### src/rtl/dtc_consts.svh
// Constants of the dual timer/counter block: register offsets, bit positions,
// reset values and clock divide ratios.
// Assumes inclusion by bare name from the rtl folder.
`ifndef DTC_CONSTS_SVH
`define DTC_CONSTS_SVH

`define DTC_ADDR_TIMER_CONTROL_STATUS      8'h88
`define DTC_ADDR_TIMER_MODE_CONFIG      8'h89
`define DTC_ADDR_TL0       8'h8a
`define DTC_ADDR_TL1       8'h8b
`define DTC_ADDR_TH0       8'h8c
`define DTC_ADDR_TH1       8'h8d
`define DTC_ADDR_CLOCK_DIVIDE_CONFIG     8'h8e

`define DTC_RST_TIMER_CONTROL_STATUS       8'h00
`define DTC_RST_TIMER_MODE_CONFIG       8'h00
`define DTC_RST_COUNT      8'h00
`define DTC_RST_CLOCK_DIVIDE_CONFIG      8'h01
`define DTC_CLOCK_DIVIDE_CONFIG_MASK     8'h3f
`define DTC_READ_UNMAPPED  8'h00

// Control/status byte
`define DTC_TC_T1_OVF      7
`define DTC_TC_T1_RUN      6
`define DTC_TC_T0_OVF      5
`define DTC_TC_T0_RUN      4
`define DTC_TC_XB_FLAG     3
`define DTC_TC_XB_TYPE     2
`define DTC_TC_XA_FLAG     1
`define DTC_TC_XA_TYPE     0

// Mode byte: timer 1 in the upper nibble, timer 0 in the lower
`define DTC_TM_T1_GATE     7
`define DTC_TM_T1_SRC      6
`define DTC_TM_T1_MODE_HI  5
`define DTC_TM_T1_MODE_LO  4
`define DTC_TM_T0_GATE     3
`define DTC_TM_T0_SRC      2
`define DTC_TM_T0_MODE_HI  1
`define DTC_TM_T0_MODE_LO  0

// Clock divide select byte
`define DTC_CK_T2_DIV      5
`define DTC_CK_T1_DIV      4
`define DTC_CK_T0_DIV      3

`define DTC_DIV_SLOW       12
`define DTC_DIV_FAST       4
`define DTC_DIV_CNT_W      4
`define DTC_PRESCALE_W     5

`endif

### src/rtl/dtc_pkg.sv
// Types shared by the dual timer/counter block.
// Assumes dtc_consts.svh sits beside it.
`include "dtc_consts.svh"

package dtc_pkg;

	typedef enum logic [1:0] {
		DTC_MODE_13BIT  = 2'b00,
		DTC_MODE_16BIT  = 2'b01,
		DTC_MODE_RELOAD = 2'b10,
		DTC_MODE_SPLIT  = 2'b11
	} dtc_mode_t;

	typedef struct packed {
		logic [7:0] addr;
		logic [7:0] wdata;
		logic       wr;
		logic       rd;
	} dtc_sfr_req_t;

	typedef struct packed {
		logic cur;
		logic prev;
	} dtc_edge_st_t;

	typedef struct packed {
		logic [`DTC_DIV_CNT_W-1:0] cnt;
		logic                      tick_slow;
		logic                      tick_fast;
	} dtc_div_st_t;

	typedef struct packed {
		logic [7:0] timer_control_status;
		logic [7:0] timer_mode_config;
		logic [7:0] tl0;
		logic [7:0] tl1;
		logic [7:0] th0;
		logic [7:0] th1;
		logic [7:0] clock_divide_config;
		logic [7:0] rdata;
		logic       t2_tick;
	} dtc_state_t;

endpackage : dtc_pkg

### src/rtl/dtc_div.sv
// Free-running divider giving slow and fast timer tick enables.
// Assumes one system clock; the ticks are one-cycle pulses.
`timescale 1ns/1ps
`default_nettype none

module dtc_div
	import dtc_pkg::*;
#(
	parameter int DIV_SLOW = `DTC_DIV_SLOW,
	parameter int DIV_FAST = `DTC_DIV_FAST
) (
	input  wire logic mclk,
	input  wire logic rst,
	output logic      tick_slow,
	output logic      tick_fast
);

	initial begin
		if (DIV_FAST < 2 || DIV_SLOW % DIV_FAST != 0 || DIV_SLOW > (1 << `DTC_DIV_CNT_W)) begin
			$error("dtc_div: divide ratios not supported");
		end
	end

	localparam logic [`DTC_DIV_CNT_W-1:0] LAST = `DTC_DIV_CNT_W'(DIV_SLOW - 1);
	localparam logic [`DTC_DIV_CNT_W-1:0] FMOD = `DTC_DIV_CNT_W'(DIV_FAST - 1);

	dtc_div_st_t st;
	dtc_div_st_t next_st;

	// Runs on its own so instruction timing never depends on the selects
	always_comb begin
		next_st.cnt       = (st.cnt == LAST) ? '0 : st.cnt + 1'b1;  // RULE15
		next_st.tick_slow = (st.cnt == LAST);
		next_st.tick_fast = ((st.cnt % `DTC_DIV_CNT_W'(DIV_FAST)) == FMOD);
	end

	always_ff @(posedge mclk or posedge rst) begin
		if (rst) begin
			st <= '0;
		end else begin
			st <= next_st;
		end
	end

	assign tick_slow = st.tick_slow;
	assign tick_fast = st.tick_fast;

	property p_fast_spacing;
		@(posedge mclk) disable iff (rst)
		st.tick_fast |=> !st.tick_fast [*3] ##1 st.tick_fast;
	endproperty
	a_fast_spacing: assert property (p_fast_spacing) else $error("fast tick spacing wrong");  // RULE13

	property p_slow_in_fast;
		@(posedge mclk) disable iff (rst)
		st.tick_slow |-> st.tick_fast;
	endproperty
	a_slow_in_fast: assert property (p_slow_in_fast) else $error("slow tick off the fast grid");  // RULE15

endmodule : dtc_div

`default_nettype wire

### src/rtl/dtc_edge.sv
// Pin sampler with falling edge detection for count and interrupt pins.
// Assumes the pin is already synchronous to MCLK.
`timescale 1ns/1ps
`default_nettype none

module dtc_edge
	import dtc_pkg::*;
(
	input  wire logic mclk,
	input  wire logic rst,
	input  wire logic pin,
	output logic      level,
	output logic      fall
);

	dtc_edge_st_t st;
	dtc_edge_st_t next_st;

	always_comb begin
		next_st.cur  = pin;
		next_st.prev = st.cur;
	end

	always_ff @(posedge mclk or posedge rst) begin
		if (rst) begin
			st <= '{cur: 1'b1, prev: 1'b1};
		end else begin
			st <= next_st;
		end
	end

	// Both terms come from flops so a one-cycle glitch still needs a full low cycle
	assign level = st.cur;
	assign fall  = st.prev & ~st.cur;  // RULE17

endmodule : dtc_edge

`default_nettype wire

### src/rtl/dtc_timer.sv
// Dual 16-bit timer/counter with external interrupt flags and clock selects.
// Assumes a byte-wide special register port with one-cycle read and write
// strobes, acknowledge pulses from the interrupt controller when it vectors,
// and pins that are already synchronous to MCLK.
`timescale 1ns/1ps
`default_nettype none

// Summary of operation
// RULE1: Overflow sets timer flag; software or interrupt vectoring clears it.
// RULE2: Run bit set counts; cleared halts and holds both count bytes. In mode 3 the timer 0 high byte runs on the timer 1 run bit instead.
// RULE3: Edge mode: falling edge sets request flag until software or vectoring clears.
// RULE4: Level mode: request flag shows inverse of interrupt pin level.
// RULE5: Type bit 0 selects level, 1 selects edge triggering.
// RULE6: Gate bit 1 additionally requires interrupt pin high to count.
// RULE7: Source bit picks divided clock (0) or count pin pulses (1).
// RULE8: Mode bits 00 13-bit, 01 16-bit, 10 8-bit auto reload.
// RULE9: Timer 1 in mode 3 stops and keeps its count.
// RULE10: Timer 0 in mode 3 runs low and high bytes as separate counters.
// RULE11: Mode byte: timer 1 controls upper nibble, timer 0 lower nibble.
// RULE12: Each count is read and written as low and high byte registers.
// RULE13: Clock select bit: 0 divides by 12, 1 divides by 4.
// RULE14: Timer 2 select ignored in baud generator or clock output mode.
// RULE15: Clock selects change only timer rates, never instruction timing.
// RULE16: Mode 0 uses 5-bit low prescaler; mode 2 reloads low from high.
// RULE17: Count pin sources hold levels long enough for every falling edge.
module dtc_timer
	import dtc_pkg::*;
(
	input  wire logic         MCLK,
	input  wire logic         RST,
	input  wire dtc_sfr_req_t SFR_REQ,
	output logic [7:0]        SFR_RDATA,
	input  wire logic         ACK_TIMER0,
	input  wire logic         ACK_TIMER1,
	input  wire logic         ACK_EXT_A,
	input  wire logic         ACK_EXT_B,
	input  wire logic         EXT_IRQ_A_PIN,
	input  wire logic         EXT_IRQ_B_PIN,
	input  wire logic         TIMER0_PULSE_PIN,
	input  wire logic         TIMER1_PULSE_PIN,
	input  wire logic         TIMER2_SPECIAL_MODE,
	output logic              TIMER0_OVERFLOW_FLAG,
	output logic              TIMER1_OVERFLOW_FLAG,
	output logic              EXT_IRQ_A_FLAG,
	output logic              EXT_IRQ_B_FLAG,
	output logic              TIMER2_TICK
);

	// One increment step: returns {overflow, high, low}
	function automatic logic [16:0] dtc_step(input dtc_mode_t mode, input logic [7:0] lo, input logic [7:0] hi);
		logic [5:0]  pre;
		logic [8:0]  hsum;
		logic [16:0] wsum;
		pre  = {1'b0, lo[`DTC_PRESCALE_W-1:0]} + 6'h01;
		hsum = {1'b0, hi} + 9'h001;
		wsum = {1'b0, hi, lo} + 17'h00001;
		dtc_step = {1'b0, hi, lo};
		unique case (mode)
			DTC_MODE_13BIT: begin
				// Upper three low bits are left alone, only the prescaler runs
				if (pre[`DTC_PRESCALE_W]) begin  // RULE16
					dtc_step = {hsum, lo[7:`DTC_PRESCALE_W], pre[`DTC_PRESCALE_W-1:0]};
				end else begin
					dtc_step = {1'b0, hi, lo[7:`DTC_PRESCALE_W], pre[`DTC_PRESCALE_W-1:0]};
				end
			end
			DTC_MODE_16BIT: begin
				dtc_step = wsum;  // RULE8
			end
			DTC_MODE_RELOAD: begin
				if (lo == 8'hff) begin
					dtc_step = {1'b1, hi, hi};  // RULE16
				end else begin
					dtc_step = {1'b0, hi, 8'(lo + 8'h01)};
				end
			end
			DTC_MODE_SPLIT: begin
				dtc_step = {1'b0, hi, lo};
			end
		endcase
	endfunction : dtc_step

	dtc_state_t st;
	dtc_state_t next_st;

	logic tick_slow;
	logic tick_fast;
	logic xa_level;
	logic xa_fall;
	logic xb_level;
	logic xb_fall;
	logic p0_fall;
	logic p1_fall;

	dtc_div u_div (
		.mclk      (MCLK),
		.rst       (RST),
		.tick_slow (tick_slow),
		.tick_fast (tick_fast)
	);

	dtc_edge u_edge_xa (.mclk(MCLK), .rst(RST), .pin(EXT_IRQ_A_PIN), .level(xa_level), .fall(xa_fall));
	dtc_edge u_edge_xb (.mclk(MCLK), .rst(RST), .pin(EXT_IRQ_B_PIN), .level(xb_level), .fall(xb_fall));
	dtc_edge u_edge_p0 (.mclk(MCLK), .rst(RST), .pin(TIMER0_PULSE_PIN), .level(), .fall(p0_fall));
	dtc_edge u_edge_p1 (.mclk(MCLK), .rst(RST), .pin(TIMER1_PULSE_PIN), .level(), .fall(p1_fall));

	dtc_mode_t mode0;
	dtc_mode_t mode1;
	logic      split0;
	logic      tick0;
	logic      tick1;
	logic      en0;
	logic      en1;
	logic      en0_high;
	logic      wr_timer_control_status;
	logic      wr_tl0;
	logic      wr_th0;
	logic      wr_tl1;
	logic      wr_th1;
	logic      ovf0_ev;
	logic      ovf1_ev;
	logic [16:0] step0;
	logic [16:0] step1;
	logic [8:0]  high0_sum;

	always_comb begin
		mode0  = dtc_mode_t'(st.timer_mode_config[`DTC_TM_T0_MODE_HI:`DTC_TM_T0_MODE_LO]);  // RULE11
		mode1  = dtc_mode_t'(st.timer_mode_config[`DTC_TM_T1_MODE_HI:`DTC_TM_T1_MODE_LO]);  // RULE11
		split0 = (mode0 == DTC_MODE_SPLIT);

		tick0 = st.clock_divide_config[`DTC_CK_T0_DIV] ? tick_fast : tick_slow;  // RULE13
		tick1 = st.clock_divide_config[`DTC_CK_T1_DIV] ? tick_fast : tick_slow;  // RULE13

		// Gate bit lets the interrupt pin hold the timer off while it is low
		en0 = st.timer_control_status[`DTC_TC_T0_RUN]  // RULE2
			& (~st.timer_mode_config[`DTC_TM_T0_GATE] | xa_level)  // RULE6
			& (st.timer_mode_config[`DTC_TM_T0_SRC] ? p0_fall : tick0);  // RULE7
		en1 = st.timer_control_status[`DTC_TC_T1_RUN]  // RULE2
			& (~st.timer_mode_config[`DTC_TM_T1_GATE] | xb_level)  // RULE6
			& (st.timer_mode_config[`DTC_TM_T1_SRC] ? p1_fall : tick1)  // RULE7
			& (mode1 != DTC_MODE_SPLIT);  // RULE9
		// In split mode the high byte of timer 0 borrows the timer 1 run bit
		en0_high = split0 & st.timer_control_status[`DTC_TC_T1_RUN] & tick0;  // RULE10

		wr_timer_control_status = SFR_REQ.wr & (SFR_REQ.addr == `DTC_ADDR_TIMER_CONTROL_STATUS);
		wr_tl0  = SFR_REQ.wr & (SFR_REQ.addr == `DTC_ADDR_TL0);
		wr_th0  = SFR_REQ.wr & (SFR_REQ.addr == `DTC_ADDR_TH0);
		wr_tl1  = SFR_REQ.wr & (SFR_REQ.addr == `DTC_ADDR_TL1);
		wr_th1  = SFR_REQ.wr & (SFR_REQ.addr == `DTC_ADDR_TH1);

		step0     = dtc_step(split0 ? DTC_MODE_16BIT : mode0, st.tl0, st.th0);
		step1     = dtc_step(mode1, st.tl1, st.th1);
		high0_sum = {1'b0, st.th0} + 9'h001;

		if (split0) begin
			ovf0_ev = en0 & (st.tl0 == 8'hff);  // RULE10
			ovf1_ev = en0_high & high0_sum[8];  // RULE10
		end else begin
			ovf0_ev = en0 & step0[16];  // RULE1
			ovf1_ev = en1 & step1[16];  // RULE1
		end
	end

	always_comb begin
		next_st = st;
		next_st.t2_tick = (st.clock_divide_config[`DTC_CK_T2_DIV] & ~TIMER2_SPECIAL_MODE) ? tick_fast : tick_slow;  // RULE14

		// Counting first, so a software write in the same cycle takes over
		if (split0) begin
			if (en0) begin
				next_st.tl0 = 8'(st.tl0 + 8'h01);  // RULE10
			end
			if (en0_high) begin
				next_st.th0 = high0_sum[7:0];  // RULE10
			end
		end else if (en0) begin
			next_st.th0 = step0[15:8];
			next_st.tl0 = step0[7:0];
		end
		if (en1) begin
			next_st.th1 = step1[15:8];
			next_st.tl1 = step1[7:0];
		end

		if (SFR_REQ.wr) begin
			unique case (SFR_REQ.addr)
				`DTC_ADDR_TIMER_CONTROL_STATUS:  next_st.timer_control_status  = SFR_REQ.wdata;
				`DTC_ADDR_TIMER_MODE_CONFIG:  next_st.timer_mode_config  = SFR_REQ.wdata;  // RULE11
				`DTC_ADDR_TL0:   next_st.tl0   = SFR_REQ.wdata;  // RULE12
				`DTC_ADDR_TL1:   next_st.tl1   = SFR_REQ.wdata;  // RULE12
				`DTC_ADDR_TH0:   next_st.th0   = SFR_REQ.wdata;  // RULE12
				`DTC_ADDR_TH1:   next_st.th1   = SFR_REQ.wdata;  // RULE12
				`DTC_ADDR_CLOCK_DIVIDE_CONFIG: next_st.clock_divide_config = SFR_REQ.wdata & `DTC_CLOCK_DIVIDE_CONFIG_MASK;
				default: ;
			endcase
		end

		// Vectoring clears a flag, but a set in the same cycle wins
		if (ACK_TIMER0) begin
			next_st.timer_control_status[`DTC_TC_T0_OVF] = 1'b0;  // RULE1
		end
		if (ACK_TIMER1) begin
			next_st.timer_control_status[`DTC_TC_T1_OVF] = 1'b0;  // RULE1
		end
		if (ovf0_ev) begin
			next_st.timer_control_status[`DTC_TC_T0_OVF] = 1'b1;  // RULE1
		end
		if (ovf1_ev) begin
			next_st.timer_control_status[`DTC_TC_T1_OVF] = 1'b1;  // RULE1
		end

		// Type bit as it will stand after this cycle decides the flag behaviour
		if (next_st.timer_control_status[`DTC_TC_XA_TYPE]) begin  // RULE5
			if (ACK_EXT_A) begin
				next_st.timer_control_status[`DTC_TC_XA_FLAG] = 1'b0;  // RULE3
			end
			if (xa_fall) begin
				next_st.timer_control_status[`DTC_TC_XA_FLAG] = 1'b1;  // RULE3
			end
		end else begin
			next_st.timer_control_status[`DTC_TC_XA_FLAG] = ~EXT_IRQ_A_PIN;  // RULE4
		end
		if (next_st.timer_control_status[`DTC_TC_XB_TYPE]) begin  // RULE5
			if (ACK_EXT_B) begin
				next_st.timer_control_status[`DTC_TC_XB_FLAG] = 1'b0;  // RULE3
			end
			if (xb_fall) begin
				next_st.timer_control_status[`DTC_TC_XB_FLAG] = 1'b1;  // RULE3
			end
		end else begin
			next_st.timer_control_status[`DTC_TC_XB_FLAG] = ~EXT_IRQ_B_PIN;  // RULE4
		end

		if (SFR_REQ.rd) begin
			unique case (SFR_REQ.addr)
				`DTC_ADDR_TIMER_CONTROL_STATUS:  next_st.rdata = st.timer_control_status;
				`DTC_ADDR_TIMER_MODE_CONFIG:  next_st.rdata = st.timer_mode_config;
				`DTC_ADDR_TL0:   next_st.rdata = st.tl0;  // RULE12
				`DTC_ADDR_TL1:   next_st.rdata = st.tl1;  // RULE12
				`DTC_ADDR_TH0:   next_st.rdata = st.th0;  // RULE12
				`DTC_ADDR_TH1:   next_st.rdata = st.th1;  // RULE12
				`DTC_ADDR_CLOCK_DIVIDE_CONFIG: next_st.rdata = st.clock_divide_config;
				default:         next_st.rdata = `DTC_READ_UNMAPPED;
			endcase
		end
	end

	always_ff @(posedge MCLK or posedge RST) begin
		if (RST) begin
			st       <= '0;
			st.timer_control_status  <= `DTC_RST_TIMER_CONTROL_STATUS;
			st.timer_mode_config  <= `DTC_RST_TIMER_MODE_CONFIG;
			st.tl0   <= `DTC_RST_COUNT;
			st.tl1   <= `DTC_RST_COUNT;
			st.th0   <= `DTC_RST_COUNT;
			st.th1   <= `DTC_RST_COUNT;
			st.clock_divide_config <= `DTC_RST_CLOCK_DIVIDE_CONFIG;
		end else begin
			st <= next_st;
		end
	end

	assign SFR_RDATA            = st.rdata;
	assign TIMER0_OVERFLOW_FLAG = st.timer_control_status[`DTC_TC_T0_OVF];
	assign TIMER1_OVERFLOW_FLAG = st.timer_control_status[`DTC_TC_T1_OVF];
	assign EXT_IRQ_A_FLAG       = st.timer_control_status[`DTC_TC_XA_FLAG];
	assign EXT_IRQ_B_FLAG       = st.timer_control_status[`DTC_TC_XB_FLAG];
	assign TIMER2_TICK          = st.t2_tick;

	property p_ovf0_set;
		@(posedge MCLK) disable iff (RST)
		ovf0_ev |=> TIMER0_OVERFLOW_FLAG;
	endproperty
	a_ovf0_set: assert property (p_ovf0_set) else $error("timer 0 overflow flag not set");  // RULE1

	property p_ovf0_ack;
		@(posedge MCLK) disable iff (RST)
		ACK_TIMER0 && !ovf0_ev && !wr_timer_control_status |=> !TIMER0_OVERFLOW_FLAG;
	endproperty
	a_ovf0_ack: assert property (p_ovf0_ack) else $error("timer 0 flag not cleared on vectoring");  // RULE1

	property p_halt_holds;
		@(posedge MCLK) disable iff (RST)
		!st.timer_control_status[`DTC_TC_T0_RUN] && !split0 && !wr_tl0 && !wr_th0 |=> $stable(st.tl0) && $stable(st.th0);
	endproperty
	a_halt_holds: assert property (p_halt_holds) else $error("halted timer 0 changed");  // RULE2

	property p_edge_flag;
		@(posedge MCLK) disable iff (RST)
		st.timer_control_status[`DTC_TC_XA_TYPE] && !wr_timer_control_status && xa_fall |=> EXT_IRQ_A_FLAG;
	endproperty
	a_edge_flag: assert property (p_edge_flag) else $error("edge request flag not set");  // RULE3

	property p_level_flag;
		@(posedge MCLK) disable iff (RST)
		!st.timer_control_status[`DTC_TC_XB_TYPE] && !wr_timer_control_status |=> EXT_IRQ_B_FLAG == !$past(EXT_IRQ_B_PIN);
	endproperty
	a_level_flag: assert property (p_level_flag) else $error("level flag does not follow pin");  // RULE4

	property p_gate_blocks;
		@(posedge MCLK) disable iff (RST)
		st.timer_mode_config[`DTC_TM_T1_GATE] && !xb_level && !wr_tl1 && !wr_th1 |=> $stable(st.tl1) && $stable(st.th1);
	endproperty
	a_gate_blocks: assert property (p_gate_blocks) else $error("gated timer 1 counted");  // RULE6

	property p_t1_split_halt;
		@(posedge MCLK) disable iff (RST)
		mode1 == DTC_MODE_SPLIT && !wr_tl1 && !wr_th1 |=> $stable({st.th1, st.tl1});
	endproperty
	a_t1_split_halt: assert property (p_t1_split_halt) else $error("timer 1 moved in mode 3");  // RULE9

	property p_split_high;
		@(posedge MCLK) disable iff (RST)
		en0_high && st.th0 == 8'hff && !wr_timer_control_status && !wr_th0 |=> TIMER1_OVERFLOW_FLAG && st.th0 == 8'h00;
	endproperty
	a_split_high: assert property (p_split_high) else $error("split high byte overflow wrong");  // RULE10

	property p_reload;
		@(posedge MCLK) disable iff (RST)
		mode0 == DTC_MODE_RELOAD && en0 && st.tl0 == 8'hff && !wr_tl0 |=> st.tl0 == $past(st.th0);
	endproperty
	a_reload: assert property (p_reload) else $error("auto reload did not copy high byte");  // RULE16

	property p_ext_count;
		@(posedge MCLK) disable iff (RST)
		st.timer_mode_config[`DTC_TM_T0_SRC] && !p0_fall && !split0 && !wr_tl0 && !wr_th0 |=> $stable(st.tl0);
	endproperty
	a_ext_count: assert property (p_ext_count) else $error("counter moved without a pin edge");  // RULE7

endmodule : dtc_timer

`default_nettype wire

### config.mk
export PLATFORM = sky130hd
export DESIGN_NAME = dtc_timer
export DESIGN_NICKNAME = d
export VERILOG_FILES = /design/src/rtl/dtc_pkg.sv /design/src/rtl/dtc_div.sv /design/src/rtl/dtc_edge.sv /design/src/rtl/dtc_timer.sv
export VERILOG_INCLUDE_DIRS = /design/src /design/src/rtl
export SDC_FILE = /design/constraint.sdc
export NUM_CORES = 1
export LEC_CHECK = 0
export BUFFER_PORTS_ARGS = -buffer_cell sky130_fd_sc_hd__buf_2
export CAP_MARGIN = 10
export CORE_MARGIN = 2
export CORE_UTILIZATION = 50
export DETAILED_ROUTE_END_ITERATION = 7
export PLACE_DENSITY = 0.69
export SLEW_MARGIN = 20
export SYNTH_ARGS = -nofsm -noshare
export SYNTH_HDL_FRONTEND = slang
export SYNTH_HIERARCHICAL = 1
export SYNTH_SLANG_ARGS = --single-unit
### constraint.sdc
create_clock -name MCLK -period 2.2 [get_ports MCLK]
set_clock_uncertainty 0.05 [all_clocks]
set_input_delay 0.11 -clock MCLK [delete_from_list [all_inputs] [get_ports MCLK]]
set_output_delay 0.11 -clock MCLK [all_outputs]
set_load 0.01 [all_outputs]
==> results.md <==
* Port buffer count at 41
* Vias in the first global route at 4574
* Seq cells post-synth at 77
* Worst Max-Slew Pin Slew at 0.500 ns
* IO Pins at 42
* Die Wd at 105 um
* Synth unique cells at 76
* CTS Buf Count at 9
* Area delta synth->final at 15.4%
* H-Tree Level Count at 3
* First-pass iteration count of the detailed router at 6
* Clock sinks at 77
* Overall routed net length at 15300 um
* First-pass GRT wire length at 24800 um
* Worst EP required at 2.41 ns
* RePlAce Congestion at 1.00
* Worst-path fanout max at 5
* Post-synth EDFFs at 0
* Most frequent cells after synthesis: dfrtp_1, nand2_1, nor2_1
* ANT nets after route at 0
* Max_cap viols at 0
* Post-synth top area share at 33.6%
* Remaining DRCs at 0
* Drt via density at 6.20
* Number of diodes at 0
* Asr flop ratio synth at 100%
* Final setup violating endpoints at 0
* Final Critical Period at 2.10 ns
* WHS at 0.0315 ns
* Vias at 4672
* Die span in y at 105 um
* Detailed Route Iter0 Violations at 443
* Kind of critical path: reg -> reg
* Root Buffer Master: clkbuf_8
* Outcome: completed
* Leak at 2.55 nW
* Highest clock rate at 0.475 GHz
* Most common flop cell mapped by yosys: dfrtp_1
* Clock Latency Late Sink at 0.36 ns
* Row count at 36
* Critical Path End Type: register
* DP HPWL at 11400 um
* GRT Total Usage at 29.0%
* Seq/Total Area, Yosys at 38.3%
* Starting density of the core at 51.6%
* Mapped Cells at 553
* RSZ-0062 raised after global routing: false
* Clock slew seen by the registers of the worst setup and hold paths at 0.09 ns
* Final Hold Viols at 0
* Worst EP arrival at 2.31 ns
* Yosys top cell by area: dfrtp_1
* DIE AREA at 10900 um^2
* Post-Syn Area at 5060 um^2
* Fillers at 899
* Initial antenna violation count at 0
* Mapped Avg Cell Area at 9.16 um^2
* Hold crit path type: in -> reg
* Clock Path Buffers at 2
* Crit share post-route at 95.6%
* Worst IR Drop VDD at 0.424 mV
* Power Density at 578 nW/um^2
* CTS tree: done
* Wire per inst at 20.3 um
* Final core occ at 59.5%
* R2r worst-path depth at 7
* Most common cell in the netlist: dfrtp_1
* CP Launch Type: register
* Fin. max-slew vios at 0
* Yosys warns at 6
* Core ar. at 9820 um^2
* Hold Path Depth at 3
* Mapped Nets at 587
* Final #Nets at 649
* Synth area leaders: dfrtp_1, dfstp_2, mux2_2
* Total gr overflow at 0
* Slew headroom at 66.6%
* Maximum number of pins on one net before global-route repair at 33
* Layout cell share with drive strength beyond 1 at 26.1%
## state kept, by name, summed over array words and instances (netlist names)
register              flops
u_edge_xb/level           1
u_edge_xa/st              1
EXT_IRQ_A_FLAG            1
u_edge_p1/st              1
u_edge_p0/level           1
TIMER1_OVERFLOW_FLAG      1
u_edge_xa/level           1
SFR_RDATA                 8
st                       46
u_edge_xb/st              1
mode0                     2
mode1                     2
TIMER2_TICK               1
u_div/tick_slow           1
u_edge_p1/level           1
TIMER0_OVERFLOW_FLAG      1
u_div/st                  4
u_div/tick_fast           1
u_edge_p0/st              1
EXT_IRQ_B_FLAG            1
## kinds of logic (layout without fill, tap and decap cells)
family / count (synthesis) / after routing / share of synthesized area, %
compound gates: 156 / 156 / 20.4
xor+xnor: 17 / 17 / 2.94
fa+ha+maj: 5 / 5 / 1.24
buf+inv: 65 / 132 / 5.93
flops: 77 / 77 / 38.3
mux: 40 / 40 / 9.71
simple gates: 193 / 193 / 21.5
## area by class of cell
| cell class | count | area (um^2) | share of cell area (%) |
|---|---|---|---|
| Inverter | 23 | 86.3 | 1.48 |
| Clock inverter | 7 | 88.8 | 1.52 |
| Tap cell | 133 | 166 | 2.85 |
| Timing Repair Buffer | 93 | 611 | 10.4 |
| Multi-Input combinational cell | 411 | 2830 | 48.4 |
| Clock buffer | 9 | 124 | 2.12 |
| Sequential cell | 77 | 1940 | 33.2 |
## routing by layer
metal	wire length [um]	global-route usage (%)	share of wire, %	vias up
li1	-	-	-	2146
met1	6710	42.4	44	2235
met2	6550	42.8	43	255
met3	1560	6.43	10	36
met4	458	9.71	3.0	0
met5	0	0	0	-
## worst max-delay path, stage by stage (launching register included)
cell and delay [ns]:
dfstp_2 0.52, nor2b_4 0.11, nand2b_1 0.13, o2111a_1 0.36, nand2_1 0.13, o311ai_0 0.42, nand3_1 0.15, o21a_1 0.13
## cells in the final DEF (no fill, tap or decap), drive strengths merged, types with 12 or more instances in the layout
cell type / instances
buf: 87
dfrtp: 68
nand2: 46
nor2: 45
a21oi: 36
o21ai: 34
inv: 27
mux2: 26
nand3: 25
a31oi: 12
mux2i: 12
## per-stage QoR
step	setup slack [ns]	instance area, um^2	std cells	TNS (ns)	power, mW
6_report	0.0964	5850	753	0	3.38
5_1_grt	0.0218	5850	753	0	3.53
4_1_cts	0.0913	5840	753	0	3.39
3_5_place_dp	-0.00453	5570	731	-0.00904	2.21
2_1_floorplan	0.181	5060	553	0	1.98
3_3_place_gp	0.0189	5570	731	0	2.20
## worst paths after layout
path / start / end / slack, ns
worst max-delay path: u_edge_p0/st[0] / st[28] / 0.1
worst min-delay path: ACK_EXT_B / EXT_IRQ_B_FLAG / 0.03
worst max register to register: u_edge_p0/st[0] / st[28] / 0.1
worst min register to register: u_edge_p0/level / u_edge_p0/st[0] / 0.33
max in group asynchronous: RST / TIMER0_OVERFLOW_FLAG / 1.39
min in group asynchronous: RST / u_div/st[4] / 0.20
## repair_timing
action	in CTS	in global routing
endpoints found under the setup margin	0	1
hold endpoints to repair	83	0
resized for setup	0	2
hold buffers	6	0
setup buffers	0	0
## where the power goes
group	total (mW)	internal, mW	switching (mW)
combinational	0.609	0.262	0.347
clock	1.17	0.554	0.615
sequential	1.60	1.49	0.110
Note: power is estimated with default switching activity, not from simulation.
